`src/drt_pkg.sv`:
```
// constants and types shared by the dual reload timer ends
package drt_pkg;
	localparam int ADDR_W = 16;
	localparam int DATA_W = 16;
	localparam logic [15:0] SPI_CLK_SEL_OFS = 16'h4240;
	localparam logic [15:0] SPI_RELOAD_OFS = 16'h4242;
	localparam logic [15:0] SPI_COUNT_OFS = 16'h4244;
	localparam logic [15:0] SPI_CTRL_OFS = 16'h4246;
	localparam logic [15:0] TWO_CLK_SEL_OFS = 16'h4260;
	localparam logic [15:0] TWO_RELOAD_OFS = 16'h4262;
	localparam logic [15:0] TWO_COUNT_OFS = 16'h4264;
	localparam logic [15:0] TWO_CTRL_OFS = 16'h4266;
	localparam logic [15:0] CH_MASK = 16'hffcf;
	localparam int RUN_BIT = 0;
	localparam int PRESET_BIT = 1;
	localparam int MODE_BIT = 4;
	localparam int SEL_W = 4;
	localparam int CNT_W = 8;
	localparam int PRE_W = 14;
	localparam logic [3:0] SEL_RESERVED = 4'hf;
	localparam logic [3:0] SEL_RESET = 4'h0;
	localparam logic [7:0] CNT_RESET = 8'hff;
	localparam logic [7:0] RELOAD_RESET = 8'h00;
	localparam logic [7:0] CNT_ZERO = 8'h00;
	localparam logic [7:0] CNT_ONE = 8'h01;
	typedef enum logic [2:0] {
		ST_IDLE = 3'b001,
		ST_WRITE = 3'b010,
		ST_READ = 3'b100
	} drt_host_st_t;
endpackage : drt_pkg

```
`src/drt_bus_if.sv`:
```
// register bus carrier between the host end and the timer block
`timescale 1ns/100ps
`default_nettype none
interface drt_bus_if;
	logic wr;
	logic rd;
	logic [15:0] addr;
	logic [15:0] wdata;
	logic [15:0] rdata;
	logic rvalid;
	logic [1:0] uflow;
	logic [1:0] xfer_clk;
	modport dev (input wr, rd, addr, wdata,
		output rdata, rvalid, uflow, xfer_clk);
	modport host (output wr, rd, addr, wdata,
		input rdata, rvalid, uflow, xfer_clk);
endinterface : drt_bus_if
`default_nettype wire

```
`src/drt_channel.sv`:
```
// one 8-bit reload timer channel with its own divider tap
`timescale 1ns/100ps
`default_nettype none
module drt_channel #(
	parameter int CNT_W = drt_pkg::CNT_W
) (
	input wire logic sys_clk_i,
	input wire logic reset_i,
	input wire logic [drt_pkg::PRE_W-1:0] pre_cnt_i,
	input wire logic pre_wrap_i,
	input wire logic [3:0] clock_divider_select_i,
	input wire logic [CNT_W-1:0] reload_value_i,
	input wire logic count_mode_select_i,
	input wire logic run_set_i,
	input wire logic run_clr_i,
	input wire logic timer_preset_strobe_i,
	output logic run_stop_bit_o,
	output logic [CNT_W-1:0] count_o,
	output logic uflow_o,
	output logic xfer_clk_o
);
	logic run_stop_bit_ff, nxt_run_stop_bit;
	logic [CNT_W-1:0] count_ff, nxt_count;
	logic uflow_ff, nxt_uflow;
	logic xfer_clk_ff, nxt_xfer_clk;
	logic tick;

	// tap: low sel bits of the shared prescaler all ones; sel 0 ticks always
	always_comb begin
		tick = 1'b0;
		if (clock_divider_select_i == drt_pkg::SEL_RESET)
			tick = 1'b1;
		else if (clock_divider_select_i != drt_pkg::SEL_RESERVED)
			tick = &(pre_cnt_i | ~((drt_pkg::PRE_W)'((1 << clock_divider_select_i) - 1))) || pre_wrap_i;
	end

	// counting state; preset wins over a coincident tick
	always_comb begin
		nxt_run_stop_bit = run_stop_bit_ff;
		nxt_count = count_ff;
		nxt_uflow = 1'b0;
		nxt_xfer_clk = xfer_clk_ff;
		if (run_set_i)
			nxt_run_stop_bit = 1'b1;
		else if (run_clr_i)
			nxt_run_stop_bit = 1'b0;
		if (timer_preset_strobe_i) begin
			nxt_count = reload_value_i;
		end else if (run_stop_bit_ff && tick) begin
			if (count_ff == drt_pkg::CNT_ZERO) begin
				nxt_count = reload_value_i;
				nxt_uflow = 1'b1;
				nxt_xfer_clk = ~xfer_clk_ff;
				if (count_mode_select_i && !run_set_i)
					nxt_run_stop_bit = 1'b0;
			end else begin
				nxt_count = count_ff - drt_pkg::CNT_ONE;
			end
		end
	end

	always_ff @(posedge sys_clk_i) begin
		if (reset_i) begin
			run_stop_bit_ff <= 1'b0;
			count_ff <= drt_pkg::CNT_RESET;
			uflow_ff <= 1'b0;
			xfer_clk_ff <= 1'b0;
		end else begin
			run_stop_bit_ff <= nxt_run_stop_bit;
			count_ff <= nxt_count;
			uflow_ff <= nxt_uflow;
			xfer_clk_ff <= nxt_xfer_clk;
		end
	end

	assign run_stop_bit_o = run_stop_bit_ff;
	assign count_o = count_ff;
	assign uflow_o = uflow_ff;
	assign xfer_clk_o = xfer_clk_ff;
endmodule : drt_channel
`default_nettype wire

```
`src/drt_timer.sv`:
```
// device end: register file, shared prescaler and two timer channels
`timescale 1ns/100ps
`default_nettype none
module drt_timer #(
	parameter int NUM_CH = 2
) (
	input wire logic sys_clk_i,
	input wire logic reset_i,
	drt_bus_if.dev bus,
	output logic [1:0] irq_o
);
	// register slots inside one channel's window, one-hot
	localparam int DEC_N = 4;
	localparam int DEC_SEL = 0;
	localparam int DEC_RELOAD = 1;
	localparam int DEC_COUNT = 2;
	localparam int DEC_CTRL = 3;

	// the only address bit in which the two channel windows differ
	localparam logic [15:0] CH_BIT = drt_pkg::TWO_CLK_SEL_OFS
		^ drt_pkg::SPI_CLK_SEL_OFS;

	// shared prescaler
	logic [drt_pkg::PRE_W-1:0] pre_ff, nxt_pre;
	// per-channel software registers
	logic [drt_pkg::CNT_W-1:0] reload_ff [NUM_CH];
	logic [drt_pkg::CNT_W-1:0] nxt_reload [NUM_CH];
	logic [drt_pkg::SEL_W-1:0] sel_ff [NUM_CH];
	logic [drt_pkg::SEL_W-1:0] nxt_sel [NUM_CH];
	logic [NUM_CH-1:0] mode_ff, nxt_mode;
	// one-cycle control strobes towards the channels
	logic [NUM_CH-1:0] run_set, run_clr, preset;
	// channel state seen back from the instances
	logic [NUM_CH-1:0] run_q, uf, xc;
	logic [drt_pkg::CNT_W-1:0] cnt [NUM_CH];
	// registered read port
	logic [15:0] rdata_ff, nxt_rdata;
	logic rvalid_ff, nxt_rvalid;
	// address split into channel and slot
	logic [15:0] local_addr;
	logic sel_hi;
	logic [DEC_N-1:0] wr_hit, rd_hit;

	// register window of one channel, as software sees it:
	//   clock select  - divider tap, low four bits, rest read zero
	//   reload value  - low eight bits, rest read zero
	//   counter       - live count, read-only, writes fall through
	//   control       - run, preset strobe and count mode
	// the second channel repeats the same window one address bit higher;
	// everything else in the decoded range reads zero and ignores writes

	// map a channel-local address onto its register slot; write decode and
	// read mux share it so a slot can never be writable but read as zero
	function automatic logic [DEC_N-1:0] slot_decode(input logic [15:0] a);
		logic [DEC_N-1:0] hit;
		hit = '0;
		case (a)
			drt_pkg::SPI_CLK_SEL_OFS: hit[DEC_SEL] = 1'b1;
			drt_pkg::SPI_RELOAD_OFS: hit[DEC_RELOAD] = 1'b1;
			drt_pkg::SPI_COUNT_OFS: hit[DEC_COUNT] = 1'b1;
			drt_pkg::SPI_CTRL_OFS: hit[DEC_CTRL] = 1'b1;
			default: hit = '0;
		endcase
		return hit;
	endfunction : slot_decode

	// fold the second window onto the first; the folded bit picks the
	// channel, so both channels decode through one table
	assign local_addr = bus.addr & ~CH_BIT;
	assign sel_hi = |(bus.addr & CH_BIT);

	// free-running prescaler from reset; every tap is decoded per channel,
	// so both count clocks stay in phase with each other
	always_comb begin
		nxt_pre = pre_ff + (drt_pkg::PRE_W)'(1);
	end

	// prescaler register only
	always_ff @(posedge sys_clk_i) begin
		if (reset_i) begin
			pre_ff <= '0;
		end else begin
			pre_ff <= nxt_pre;
		end
	end

	// software register writes; the counter slot is read-only and a write
	// to it falls through untouched
	always_comb begin
		wr_hit = slot_decode(local_addr);
		for (int i = 0; i < NUM_CH; i++) begin
			nxt_reload[i] = reload_ff[i];
			nxt_sel[i] = sel_ff[i];
			nxt_mode[i] = mode_ff[i];
			if (bus.wr && (sel_hi == (i == 1))) begin
				if (wr_hit[DEC_SEL])
					nxt_sel[i] = bus.wdata[drt_pkg::SEL_W-1:0];
				if (wr_hit[DEC_RELOAD])
					nxt_reload[i] = bus.wdata[drt_pkg::CNT_W-1:0];
				if (wr_hit[DEC_CTRL])
					nxt_mode[i] = bus.wdata[drt_pkg::MODE_BIT];
			end
		end
	end

	// software registers; mode resets to repeat, select to divide-by-one
	always_ff @(posedge sys_clk_i) begin
		if (reset_i) begin
			mode_ff <= '0;
			for (int i = 0; i < NUM_CH; i++) begin
				reload_ff[i] <= drt_pkg::RELOAD_RESET;
				sel_ff[i] <= drt_pkg::SEL_RESET;
			end
		end else begin
			mode_ff <= nxt_mode;
			for (int i = 0; i < NUM_CH; i++) begin
				reload_ff[i] <= nxt_reload[i];
				sel_ff[i] <= nxt_sel[i];
			end
		end
	end

	// control strobes live for the single cycle of the write; run and stop
	// come from one bit, so every control write restates the run state
	always_comb begin
		for (int i = 0; i < NUM_CH; i++) begin
			run_set[i] = 1'b0;
			run_clr[i] = 1'b0;
			preset[i] = 1'b0;
			if (bus.wr && (sel_hi == (i == 1)) && wr_hit[DEC_CTRL]) begin
				run_set[i] = bus.wdata[drt_pkg::RUN_BIT];
				run_clr[i] = !bus.wdata[drt_pkg::RUN_BIT];
				preset[i] = bus.wdata[drt_pkg::PRESET_BIT];
			end
		end
	end

	// read port: one cycle of latency, data and valid registered together;
	// unmapped slots and reserved bits read zero, the preset bit never reads
	always_comb begin
		rd_hit = slot_decode(local_addr);
		nxt_rvalid = bus.rd;
		nxt_rdata = 16'h0000;
		if (bus.rd) begin
			if (rd_hit[DEC_SEL])
				nxt_rdata = {12'h000, sel_ff[sel_hi]};
			if (rd_hit[DEC_RELOAD])
				nxt_rdata = {8'h00, reload_ff[sel_hi]};
			if (rd_hit[DEC_COUNT])
				nxt_rdata = {8'h00, cnt[sel_hi]};
			if (rd_hit[DEC_CTRL])
				nxt_rdata = {11'h000, mode_ff[sel_hi], 3'h0, run_q[sel_hi]};
		end
	end

	// read port registers only
	always_ff @(posedge sys_clk_i) begin
		if (reset_i) begin
			rdata_ff <= 16'h0000;
			rvalid_ff <= 1'b0;
		end else begin
			rdata_ff <= nxt_rdata;
			rvalid_ff <= nxt_rvalid;
		end
	end

	// one channel per instance; ch0 feeds spi, ch1 two-wire
	for (genvar g = 0; g < NUM_CH; g++) begin : g_ch
		drt_channel u_ch (
			.sys_clk_i(sys_clk_i),
			.reset_i(reset_i),
			.pre_cnt_i(pre_ff),
			.pre_wrap_i(1'b0),
			.clock_divider_select_i(sel_ff[g]),
			.reload_value_i(reload_ff[g]),
			.count_mode_select_i(mode_ff[g]),
			.run_set_i(run_set[g]),
			.run_clr_i(run_clr[g]),
			.timer_preset_strobe_i(preset[g]),
			.run_stop_bit_o(run_q[g]),
			.count_o(cnt[g]),
			.uflow_o(uf[g]),
			.xfer_clk_o(xc[g])
		);
	end

	assign bus.rdata = rdata_ff;
	assign bus.rvalid = rvalid_ff;
	assign bus.uflow = uf;
	assign bus.xfer_clk = xc;
	assign irq_o = uf;
endmodule : drt_timer
`default_nettype wire

```
`src/flat_wrapper.sv`:
```
// flat-port wrapper written by rule: the top's interface ports become plain ports
module drt_timer_flat 
#(
	parameter int NUM_CH = 2
)
  (sys_clk_i, reset_i, irq_o, bus_wr, bus_rd, bus_addr, bus_wdata, bus_rdata, bus_rvalid, bus_uflow, bus_xfer_clk);
  drt_bus_if bus_i ();
  input wire logic sys_clk_i;
  input wire logic reset_i;
  output logic [1:0] irq_o;
  input wire logic [$bits(bus_i.wr)-1:0] bus_wr;
  input wire logic [$bits(bus_i.rd)-1:0] bus_rd;
  input wire logic [$bits(bus_i.addr)-1:0] bus_addr;
  input wire logic [$bits(bus_i.wdata)-1:0] bus_wdata;
  output wire logic [$bits(bus_i.rdata)-1:0] bus_rdata;
  output wire logic [$bits(bus_i.rvalid)-1:0] bus_rvalid;
  output wire logic [$bits(bus_i.uflow)-1:0] bus_uflow;
  output wire logic [$bits(bus_i.xfer_clk)-1:0] bus_xfer_clk;
  assign bus_i.wr = bus_wr;
  assign bus_i.rd = bus_rd;
  assign bus_i.addr = bus_addr;
  assign bus_i.wdata = bus_wdata;
  assign bus_rdata = bus_i.rdata;
  assign bus_rvalid = bus_i.rvalid;
  assign bus_uflow = bus_i.uflow;
  assign bus_xfer_clk = bus_i.xfer_clk;
  drt_timer #(.NUM_CH(NUM_CH)) u_core (.sys_clk_i(sys_clk_i), .reset_i(reset_i), .bus(bus_i), .irq_o(irq_o));
endmodule
```
`config.mk`:
```
export PLATFORM = sky130hd
export DESIGN_NAME = drt_timer_flat
export DESIGN_NICKNAME = d
export VERILOG_FILES = /design/src/drt_pkg.sv /design/src/drt_bus_if.sv /design/src/drt_channel.sv /design/src/drt_timer.sv /design/src/flat_wrapper.sv
export SDC_FILE = /design/constraint.sdc
export NUM_CORES = 1
export LEC_CHECK = 0
export BUFFER_PORTS_ARGS = -buffer_cell sky130_fd_sc_hd__buf_2
export CAP_MARGIN = 30
export CORE_UTILIZATION = 24
export CTS_BUF_LIST = sky130_fd_sc_hd__clkbuf_8
export DETAILED_ROUTE_END_ITERATION = 8
export GPL_ROUTABILITY_DRIVEN = 0
export GPL_TIMING_DRIVEN = 0
export PLACE_DENSITY = 0.51
export SYNTH_ARGS = -nofsm -noshare
export SYNTH_HDL_FRONTEND = slang
export SYNTH_HIERARCHICAL = 1
export SYNTH_SLANG_ARGS = --single-unit
```
`constraint.sdc`:
```
create_clock -name sys_clk_i -period 5.1 [get_ports sys_clk_i]
set_clock_uncertainty 0.05 [all_clocks]
set_input_delay 0.765 -clock sys_clk_i [delete_from_list [all_inputs] [get_ports sys_clk_i]]
set_output_delay 0.765 -clock sys_clk_i [all_outputs]
set_load 0.01 [all_outputs]
```
==> results of run 1 <==
per-stage QoR:
step           power, W  cells  cell area [um^2]
2_1_floorplan  0.000623    622              5060
3_3_place_gp   0.000657    934              5610
3_5_place_dp   0.000658    934              5610
4_1_cts         0.00123    950              5850
5_1_grt         0.00126    950              5850
6_report        0.00122    950              5850
cells in the final DEF, fill, tap and decap left out, types with 3 or more instances in the layout:
cell,synthesis,routed
dfxtp_1,71,71
nor2_1,53,53
buf_2,10,52
a21oi_1,43,43
o21ai_0,37,37
inv_1,34,34
mux2i_1,28,28
nand4_1,25,25
nor3_1,22,22
nand2b_1,21,21
nand3_1,20,20
clkbuf_1,19,19
nand2_1,15,15
buf_4,15,15
nor2b_1,14,14
conb_1,1,14
and3_1,12,12
and2_1,10,10
a221oi_1,10,10
clkbuf_8,0,9
xor2_1,9,9
or3_1,8,8
ha_1,7,7
a22oi_1,6,6
a31oi_1,6,6
buf_6,5,5
o22a_1,5,5
xnor2_1,5,5
a211oi_1,5,5
nor4b_4,4,4
and4_1,4,4
nor4_2,4,4
o22ai_1,4,4
a41oi_1,4,4
bufinv_16,0,3
nor4_1,3,3
nand3b_1,3,3
o221ai_1,3,3
o21a_1,3,3
o32ai_1,3,3
registers in the layout, summed over array words and instances, names as in the netlist:
| register | flops |
|---|---|
| u_core/g_ch.u_ch/xfer_clk_o | 2 |
| u_core/bus.rdata | 8 |
| u_core/bus.rvalid | 1 |
| u_core/g_ch.u_ch/run_stop_bit_o | 2 |
| u_core/mode_ff | 2 |
| u_core/pre_ff | 14 |
| u_core/sel_ff | 8 |
| u_core/reload_ff | 16 |
| u_core/g_ch.u_ch/count_o | 16 |
| u_core/g_ch.u_ch/uflow_o | 2 |
synth_stat cells (12+ instances only):
cell type | n | area, um^2
dfxtp_1 | 71 | 1420
nor2_1 | 53 | 199
a21oi_1 | 43 | 215
o21ai_0 | 37 | 185
inv_1 | 34 | 128
mux2i_1 | 28 | 280
nand4_1 | 25 | 156
nor3_1 | 22 | 110
nand2b_1 | 21 | 131
nand3_1 | 20 | 100
clkbuf_1 | 19 | 71.3
buf_4 | 15 | 113
nand2_1 | 15 | 56.3
nor2b_1 | 14 | 87.6
and3_1 | 12 | 75.1
area by class of cell:
| class | instances | area [um^2] | share of cell area |
|---|---|---|---|
| multi-input combinational | 464 | 3200 | 0.548 |
| sequential | 71 | 1420 | 0.243 |
| tap | 270 | 338 | 0.0578 |
| buffer | 51 | 298 | 0.0509 |
| timing repair buffer | 42 | 210 | 0.0359 |
| inverter | 36 | 135 | 0.0231 |
| clock buffer | 9 | 124 | 0.0212 |
| clock inverter | 7 | 120 | 0.0205 |
per-layer routing:
| metal | wire, um | GRT usage | up-vias |
|---|---|---|---|
| li1 | - | - | 2369 |
| met4 | 151 | 0.0359 | 0 |
| met5 | 0 | 0 | - |
| met3 | 836 | 0.0356 | 12 |
| met1 | 7430 | 0.199 | 2317 |
| met2 | 7010 | 0.230 | 132 |
power breakdown:
| part | internal (W) | switching, W |
|---|---|---|
| registers | 0.000556 | 0.00000362 |
| logic | 0.0000310 | 0.0000550 |
| clock network | 0.000326 | 0.000244 |
| total | 0.000914 | 0.000303 |
kinds of logic after synthesis:
logic type | count (synthesis)
other | 1
AOI/OAI and AO/OA | 160
xor gates and xnor gates | 14
buffers and inverters | 87
adders and majority gates | 7
and+or+nand+nor | 237
DFF | 71
muxes | 32
how the worst min path moves through the flow:
stage | slack (ps) | end | cells past startpoint
6_report | 450 | u_core/sel_ff[1][2] | 2
5_1_grt | 480 | u_core/reload_ff[0][3] | 2
4_1_cts | 450 | u_core/sel_ff[1][2] | 2
3_5_place_dp | 440 | u_core/sel_ff[1][2] | 2
3_3_place_gp | 440 | u_core/sel_ff[1][2] | 2
2_1_floorplan | 410 | u_core/sel_ff[0][2] | 2
critical path, stage by stage (launching register included):
cell and delay (ps):
dfxtp_1 420, buf_6 190, nor4_2 520, inv_1 100
ha_1 220, buf_4 170, nor3_2 200, a21oi_1 60
o31ai_1 340, a221oi_4 210, a2111oi_4 590, a221oi_1 190
==> out/results.ini, run 1 <==
[worst_setup_path]
crit_type = flop to flop
reg2reg_depth = 11
cp.arrival_ps = 3580
r2r_slack_ps = 1700
end_kind = flop
startpoint_type = flop
timing.critical_path.from = u_core/sel_ff[1][3]
critical_path.max_fanout = 10
worstPathRequired_ps = 5290
r2r_end = u_core/g_ch[1].u_ch/count_o[3]
reg2reg_from = u_core/sel_ff[1][3]
setup.worst_path.end = u_core/g_ch[1].u_ch/count_o[3]

[detailed_routing]
drc = 0
routed_wl_mm = 15.4
num_vias = 4830
drtPass1Iterations = 4
ant_nets = 0
wl_per_cell_um = 16.2
drt_iter0_drc = 421
viasPerCell = 5.08

[synth]
ys_seq_area_frac = 0.284
synth_simple_gate_area_frac = 0.286
synth_cell_types = 71
synth_top_family_by_area = simple AND/OR/NAND/NOR gates
synthCells = 609
synth_ff_type = dfxtp_1
avgSynthCellArea_um2 = 8.22
synth_compound_area_frac = 0.232
synth_edf_count = 0
yosysWarnings = 6
synth_fa_ha_area_frac = 0.0175
async_reset_ff_frac = 0
netlist_area_um2 = 5010
yosys-mux-area-fraction = 0.0687
synth-seq-cells = 71
synth_xor_area_frac = 0.0245

[cts]
post_cts_resized = 0
cts-root-buf = clkbuf_8
cts_buffer_depth = 2
cts_sinks = 71
clk_latency_ps = 370
ctsHtreeMaxLevel = 3
cts_tree = done
numCtsBuffers = 9
holdBufCountCts = 0
clkTransAtPathRegs_ps = 90
post_cts_buffers = 0

[timing]
setup_viol = 0
tightest_slew_ps = 663
slew_violations = 0
setup_tns_ps = 0
whs_ps = 455
min_period_ps = 3400
slew-limit-headroom = 0.546
rsz0062_at_grt = false
setup_slack_ps = 1700
max_clock_freq_mhz = 295
period_share = 0.666
timing_hold_violations_final = 0

[die]
dieHeight_um = 146
coreArea_um2 = 20400
ios = 59
row_count = 52
start_util = 0.246
dieArea_um2 = 21500
fp.dieW_um = 146

[min_path]
hold_path.class = flop to flop
hp-start = u_core/sel_ff[1][2]

[global_route]
antenna_found_initial = 0
grt_pass1_wl_mm = 24.7
grt_pass1_vias = 4463
grtUsageTotal = 0.146
grt_max_degree = 14
grt_overflow = 0

[layout]
final_util = 0.287
finalNetCount = 718
drive_gt1_frac = 0.182
insertedDiodeCount = 0
num-fill-cells = 2203
area_delta_synth_final_pct = 16.8

[power]
leakage_nw = 2.24
max-vdd-ir-drop_mv = 0.109
powerDensity_nw_per_um2 = 208

[placed_design]
post-dp-hpwl_mm = 11.5
pre_cts_ws_ps = 1400
io_buffer_count = 42

[job]
cap_violations = 0

[run_status]
status = complete, no violations

Power figures use the tool's default switching activity.
==> run 2, diff against run 1 <==
clock period = 3.14 ns   (was 5.1 ns; I/O delays follow)
==> out/results.ini, run 2 (same netlist as run 1, synthesis figures left out) <==
[die]
coreArea_um2 = 20400
start_util = 0.246
row_count = 52
dieHeight_um = 146
ios = 59
dieArea_um2 = 21500
fp.dieW_um = 146

[detailed_routing]
viasPerCell = 5.10
wl_per_cell_um = 16.4
routed_wl_mm = 15.6
num_vias = 4862
drc = 0
drt_iter0_drc = 371
ant_nets = 0
drtPass1Iterations = 5

[cts]
ctsHtreeMaxLevel = 3
clk_latency_ps = 370
cts_tree = done
cts-root-buf = clkbuf_8
clkTransAtPathRegs_ps = 80
cts_buffer_depth = 2
cts_sinks = 71
numCtsBuffers = 9

[power]
leakage_nw = 2.29
max-vdd-ir-drop_mv = 0.178
powerDensity_nw_per_um2 = 333

[layout]
final_cell_area_um2 = 5930
drive_gt1_frac = 0.203
area_delta_synth_final_pct = 18.4
mostFrequentLayoutCells = dfxtp_1 (69), nor2_1 (53), buf_2 (52)
final_common_cell = dfxtp_1
finalNetCount = 722
insertedDiodeCount = 0

[worst_setup_path]
crit_type = flop to flop
startpoint_type = flop
worstPathRequired_ps = 3330
reg2reg_from = u_core/sel_ff[1][3]
critical_path.max_fanout = 10
end_kind = flop
cp.arrival_ps = 3140
r2r_end = u_core/g_ch[1].u_ch/count_o[7]
reg2reg_depth = 10
r2r_slack_ps = 200
timing.critical_path.from = u_core/sel_ff[1][3]
setup.worst_path.end = u_core/g_ch[1].u_ch/count_o[7]

[global_route]
grt_pass1_vias = 4498
antenna_found_initial = 0
grtUsageTotal = 0.148
grt_pass1_wl_mm = 24.9
grt_overflow = 0
grt_max_degree = 14

[timing]
rsz0062_at_grt = true
slew-limit-headroom = 0.527
setup_slack_ps = 196
period_share = 0.938
slew_violations = 0
timing_hold_violations_final = 0
min_period_ps = 2940
tightest_slew_ps = 692
setup_viol = 0
max_clock_freq_mhz = 340

[placed_design]
io_buffer_count = 42
pre_cts_ws_ps = -266
postPlaceCellArea_um2 = 5610
post-dp-hpwl_mm = 11.5

[run_status]
status = complete, no violations

[job]
cap_violations = 0

[min_path]
hold_path.class = input port to flop

==> run 2: timing repair <==
item / CTS / global route
setup buffers: 2 / 5
pin swaps: 2 / 4
resized for setup: 4 / 6
setup endpoints to repair: 16 / 18
hold buffers: 0 / 0
hold endpoints to repair: 0 / 0
==> run 2: report_power, final <==
part	internal (W)	switching (W)
clock	0.000530	0.000396
sequential	0.000903	0.00000569
combinational	0.0000497	0.0000892
==> run 2: through the flow <==
stage           util  total power, W  setup TNS [ps]  hold WS, ps  std cells
6_report       0.291         0.00197               0          318        954
5_1_grt        0.291         0.00205           -6.18          310        954
4_1_cts        0.289         0.00200               0          290        952
3_5_place_dp   0.275         0.00107           -2710          441        934
3_3_place_gp   0.275         0.00107           -2420          438        934
2_1_floorplan      -         0.00101               0          407        622
==> run 2: metal layers <==
layer | global-route usage | part of all wire
met1 | 0.199 | 0.49
met2 | 0.235 | 0.46
met3 | 0.0356 | 0.046
met4 | 0.0359 | 0.0073
met5 | 0 | 0
==> run 2: worst max-delay path: stages, from the launching register on <==
cell and delay (ps):
dfxtp_2 390, buf_6 160, nor4_4 310, inv_1 80, ha_1 200, buf_4 170
mux2i_1 130, o22ai_1 130, a221oi_4 580, a32o_1 480, a22oi_1 140
==> run 2: worst min path at each step <==
stage | from | end | slack (ps) | cells past startpoint
after floorplan | u_core/sel_ff[0][2] | u_core/sel_ff[0][2] | 410 | 2
after global placement | u_core/sel_ff[1][2] | u_core/sel_ff[1][2] | 440 | 2
after detailed placement | u_core/sel_ff[1][2] | u_core/sel_ff[1][2] | 440 | 2
after CTS | bus_wdata[6] | u_core/reload_ff[0][6] | 290 | 3
after global routing | bus_wdata[7] | u_core/reload_ff[1][7] | 310 | 3
final | bus_wdata[6] | u_core/reload_ff[0][6] | 320 | 3
==> run 2: area by class of cell <==
type,count,area (um^2)
multi-input cells,464,3240
clock inverters,7,120
clock buffers,9,124
well taps,270,338
repair buffers,49,263
plain buffers,48,287
fillers,2210,14400
inverters,36,135
flip-flops and latches,71,1420
==> run 3, diff against run 2 <==
BUFFER_PORTS_ARGS = not set   (was -buffer_cell sky130_fd_sc_hd__buf_2)
DONT_BUFFER_PORTS = 1   (was not set)
PLACE_DENSITY = 0.48   (was 0.51)
==> out/results.ini, run 3 (same netlist as run 1, synthesis figures left out) <==
[run_status]
status = complete, no violations

[cts]
cts_tree = done
clk_latency_ps = 370
ctsHtreeMaxLevel = 3
cts_sinks = 71
clkTransAtPathRegs_ps = 90
cts-root-buf = clkbuf_8
numCtsBuffers = 9
cts_buffer_depth = 2

[layout]
fin_cells = 916
final_util = 0.281
insertedDiodeCount = 0
drive_gt1_frac = 0.150
seqCellArea_um2 = 1420
final_common_cell = dfxtp_1
area_delta_synth_final_pct = 14.2
num-fill-cells = 2224
final_cell_area_um2 = 5720
finalNetCount = 684
multi_input_area_um2 = 3250
mostFrequentLayoutCells = dfxtp_1 (70), nor2_1 (53), a21oi_1 (41)

[worst_setup_path]
startpoint_type = flop
crit_path_max_incr_delay_ps = 410
cpMaxStageDelayCell = dfxtp_1
crit_type = flop to flop
worstPathRequired_ps = 3370
crit_chain = buf_6 -> nor4_4 -> inv_1 -> ha_1 -> buf_4 -> inv_1 -> xnor2_1 -> a21oi_2 -> and3_1 -> buf_2 -> a2111oi_4 -> buf_4 -> a221oi_1
end_kind = flop
cp.arrival_ps = 3180
critical_path.max_fanout = 10

[die]
coreArea_um2 = 20400
dieArea_um2 = 21500
ios = 59
fp.dieW_um = 146
dieHeight_um = 146
row_count = 52
start_util = 0.246

[timing]
tightest_slew_ps = 681
setup_viol = 0
timing_hold_violations_final = 0
min_period_ps = 2960
period_share = 0.941
slew-limit-headroom = 0.534
slew_violations = 0
max_clock_freq_mhz = 338

[detailed_routing]
routed_wl_mm = 15.6
drc = 0
viasPerCell = 5.07
drtPass1Iterations = 5
ant_nets = 0
num_vias = 4643
wl_per_cell_um = 17.0
drt_iter0_drc = 330

[global_route]
grt_max_degree = 14
antenna_found_initial = 0
grt_pass1_wl_mm = 24.3
grt_pass1_vias = 4336
grtUsageTotal = 0.146
grt_overflow = 0

[job]
cap_violations = 0

[placed_design]
post-dp-hpwl_mm = 11.8
placed_cells = 892
postPlaceCellArea_um2 = 5400
io_buffer_count = 0

[power]
max-vdd-ir-drop_mv = 0.167
leakage_nw = 2.10
powerDensity_nw_per_um2 = 310
totalPowerFinal_w = 0.00177

[min_path]
hold_path.class = input port to flop

[run 3: changes by cell type in the layout (fill, tap and decap cells not counted), sizes merged]
cell / delta
buf: -39
clkinv: +3
bufinv: -2
clkbuf: +1
clkinvlp: -1
[run 3: per-layer routing]
metal | vias up | GRT usage | wire length, um
li1 | 2297 | - | -
met1 | 2216 | 0.199 | 7240
met2 | 119 | 0.220 | 7100
met3 | 11 | 0.0478 | 1120
met4 | 0 | 0.0339 | 125
met5 | - | 0 | 0
[run 3: worst paths after layout]
kind	from	depth (start not counted)	slack [ps]	endpoint
worst max-delay path	u_core/sel_ff[0][3]	13	180	u_core/g_ch[0].u_ch/count_o[4]
worst min-delay path	bus_wdata[2]	2	190	u_core/reload_ff[0][2]
worst max register to register	u_core/sel_ff[0][3]	13	180	u_core/g_ch[0].u_ch/count_o[4]
worst min register to register	u_core/sel_ff[0][2]	2	450	u_core/sel_ff[0][2]
[run 3: through the flow]
step	hold slack, ps	setup WS [ps]	TNS [ps]
detailed placement	439	-250	-2520
finish	193	184	0
CTS	175	-4.92	-4.92
global route	169	-15.6	-15.6
floorplan	407	284	0
global placement	436	-223	-2420
[run 3: repair_timing]
action,CTS,global route
gates resized for setup,4,5
buffers inserted,1,7
pin swaps,2,5
setup endpoints to repair,16,16
hold endpoints to repair,0,0
hold buffers,0,0
[run 3: final cells by class]
class                           count  share of cell area
Multi-Input combinational cell    464               0.568
Sequential cell                    71               0.249
Tap cell                          270              0.0590
Buffer                             51              0.0520
Inverter                           36              0.0236
Clock buffer                        9              0.0216
Timing Repair Buffer                8              0.0149
Clock inverter                      7              0.0125
[run 3: critical path: cells and delay by family (launching register included)]
family                   cells  cell delay [ps]
buffers and inverters        6              950
AO/OA/AOI/OAI                3              670
AND/OR/NAND/NOR              2              480
flip-flops                   1              410
adder cells (fa/ha/maj)      1              190
XOR/XNOR                     1              110
[run 3: report_power, final]
group          switching, W  leakage [nW]  internal [W]
logic             0.0000695          1.43     0.0000382
registers        0.00000671         0.574      0.000903
clock network      0.000385         0.103      0.000368
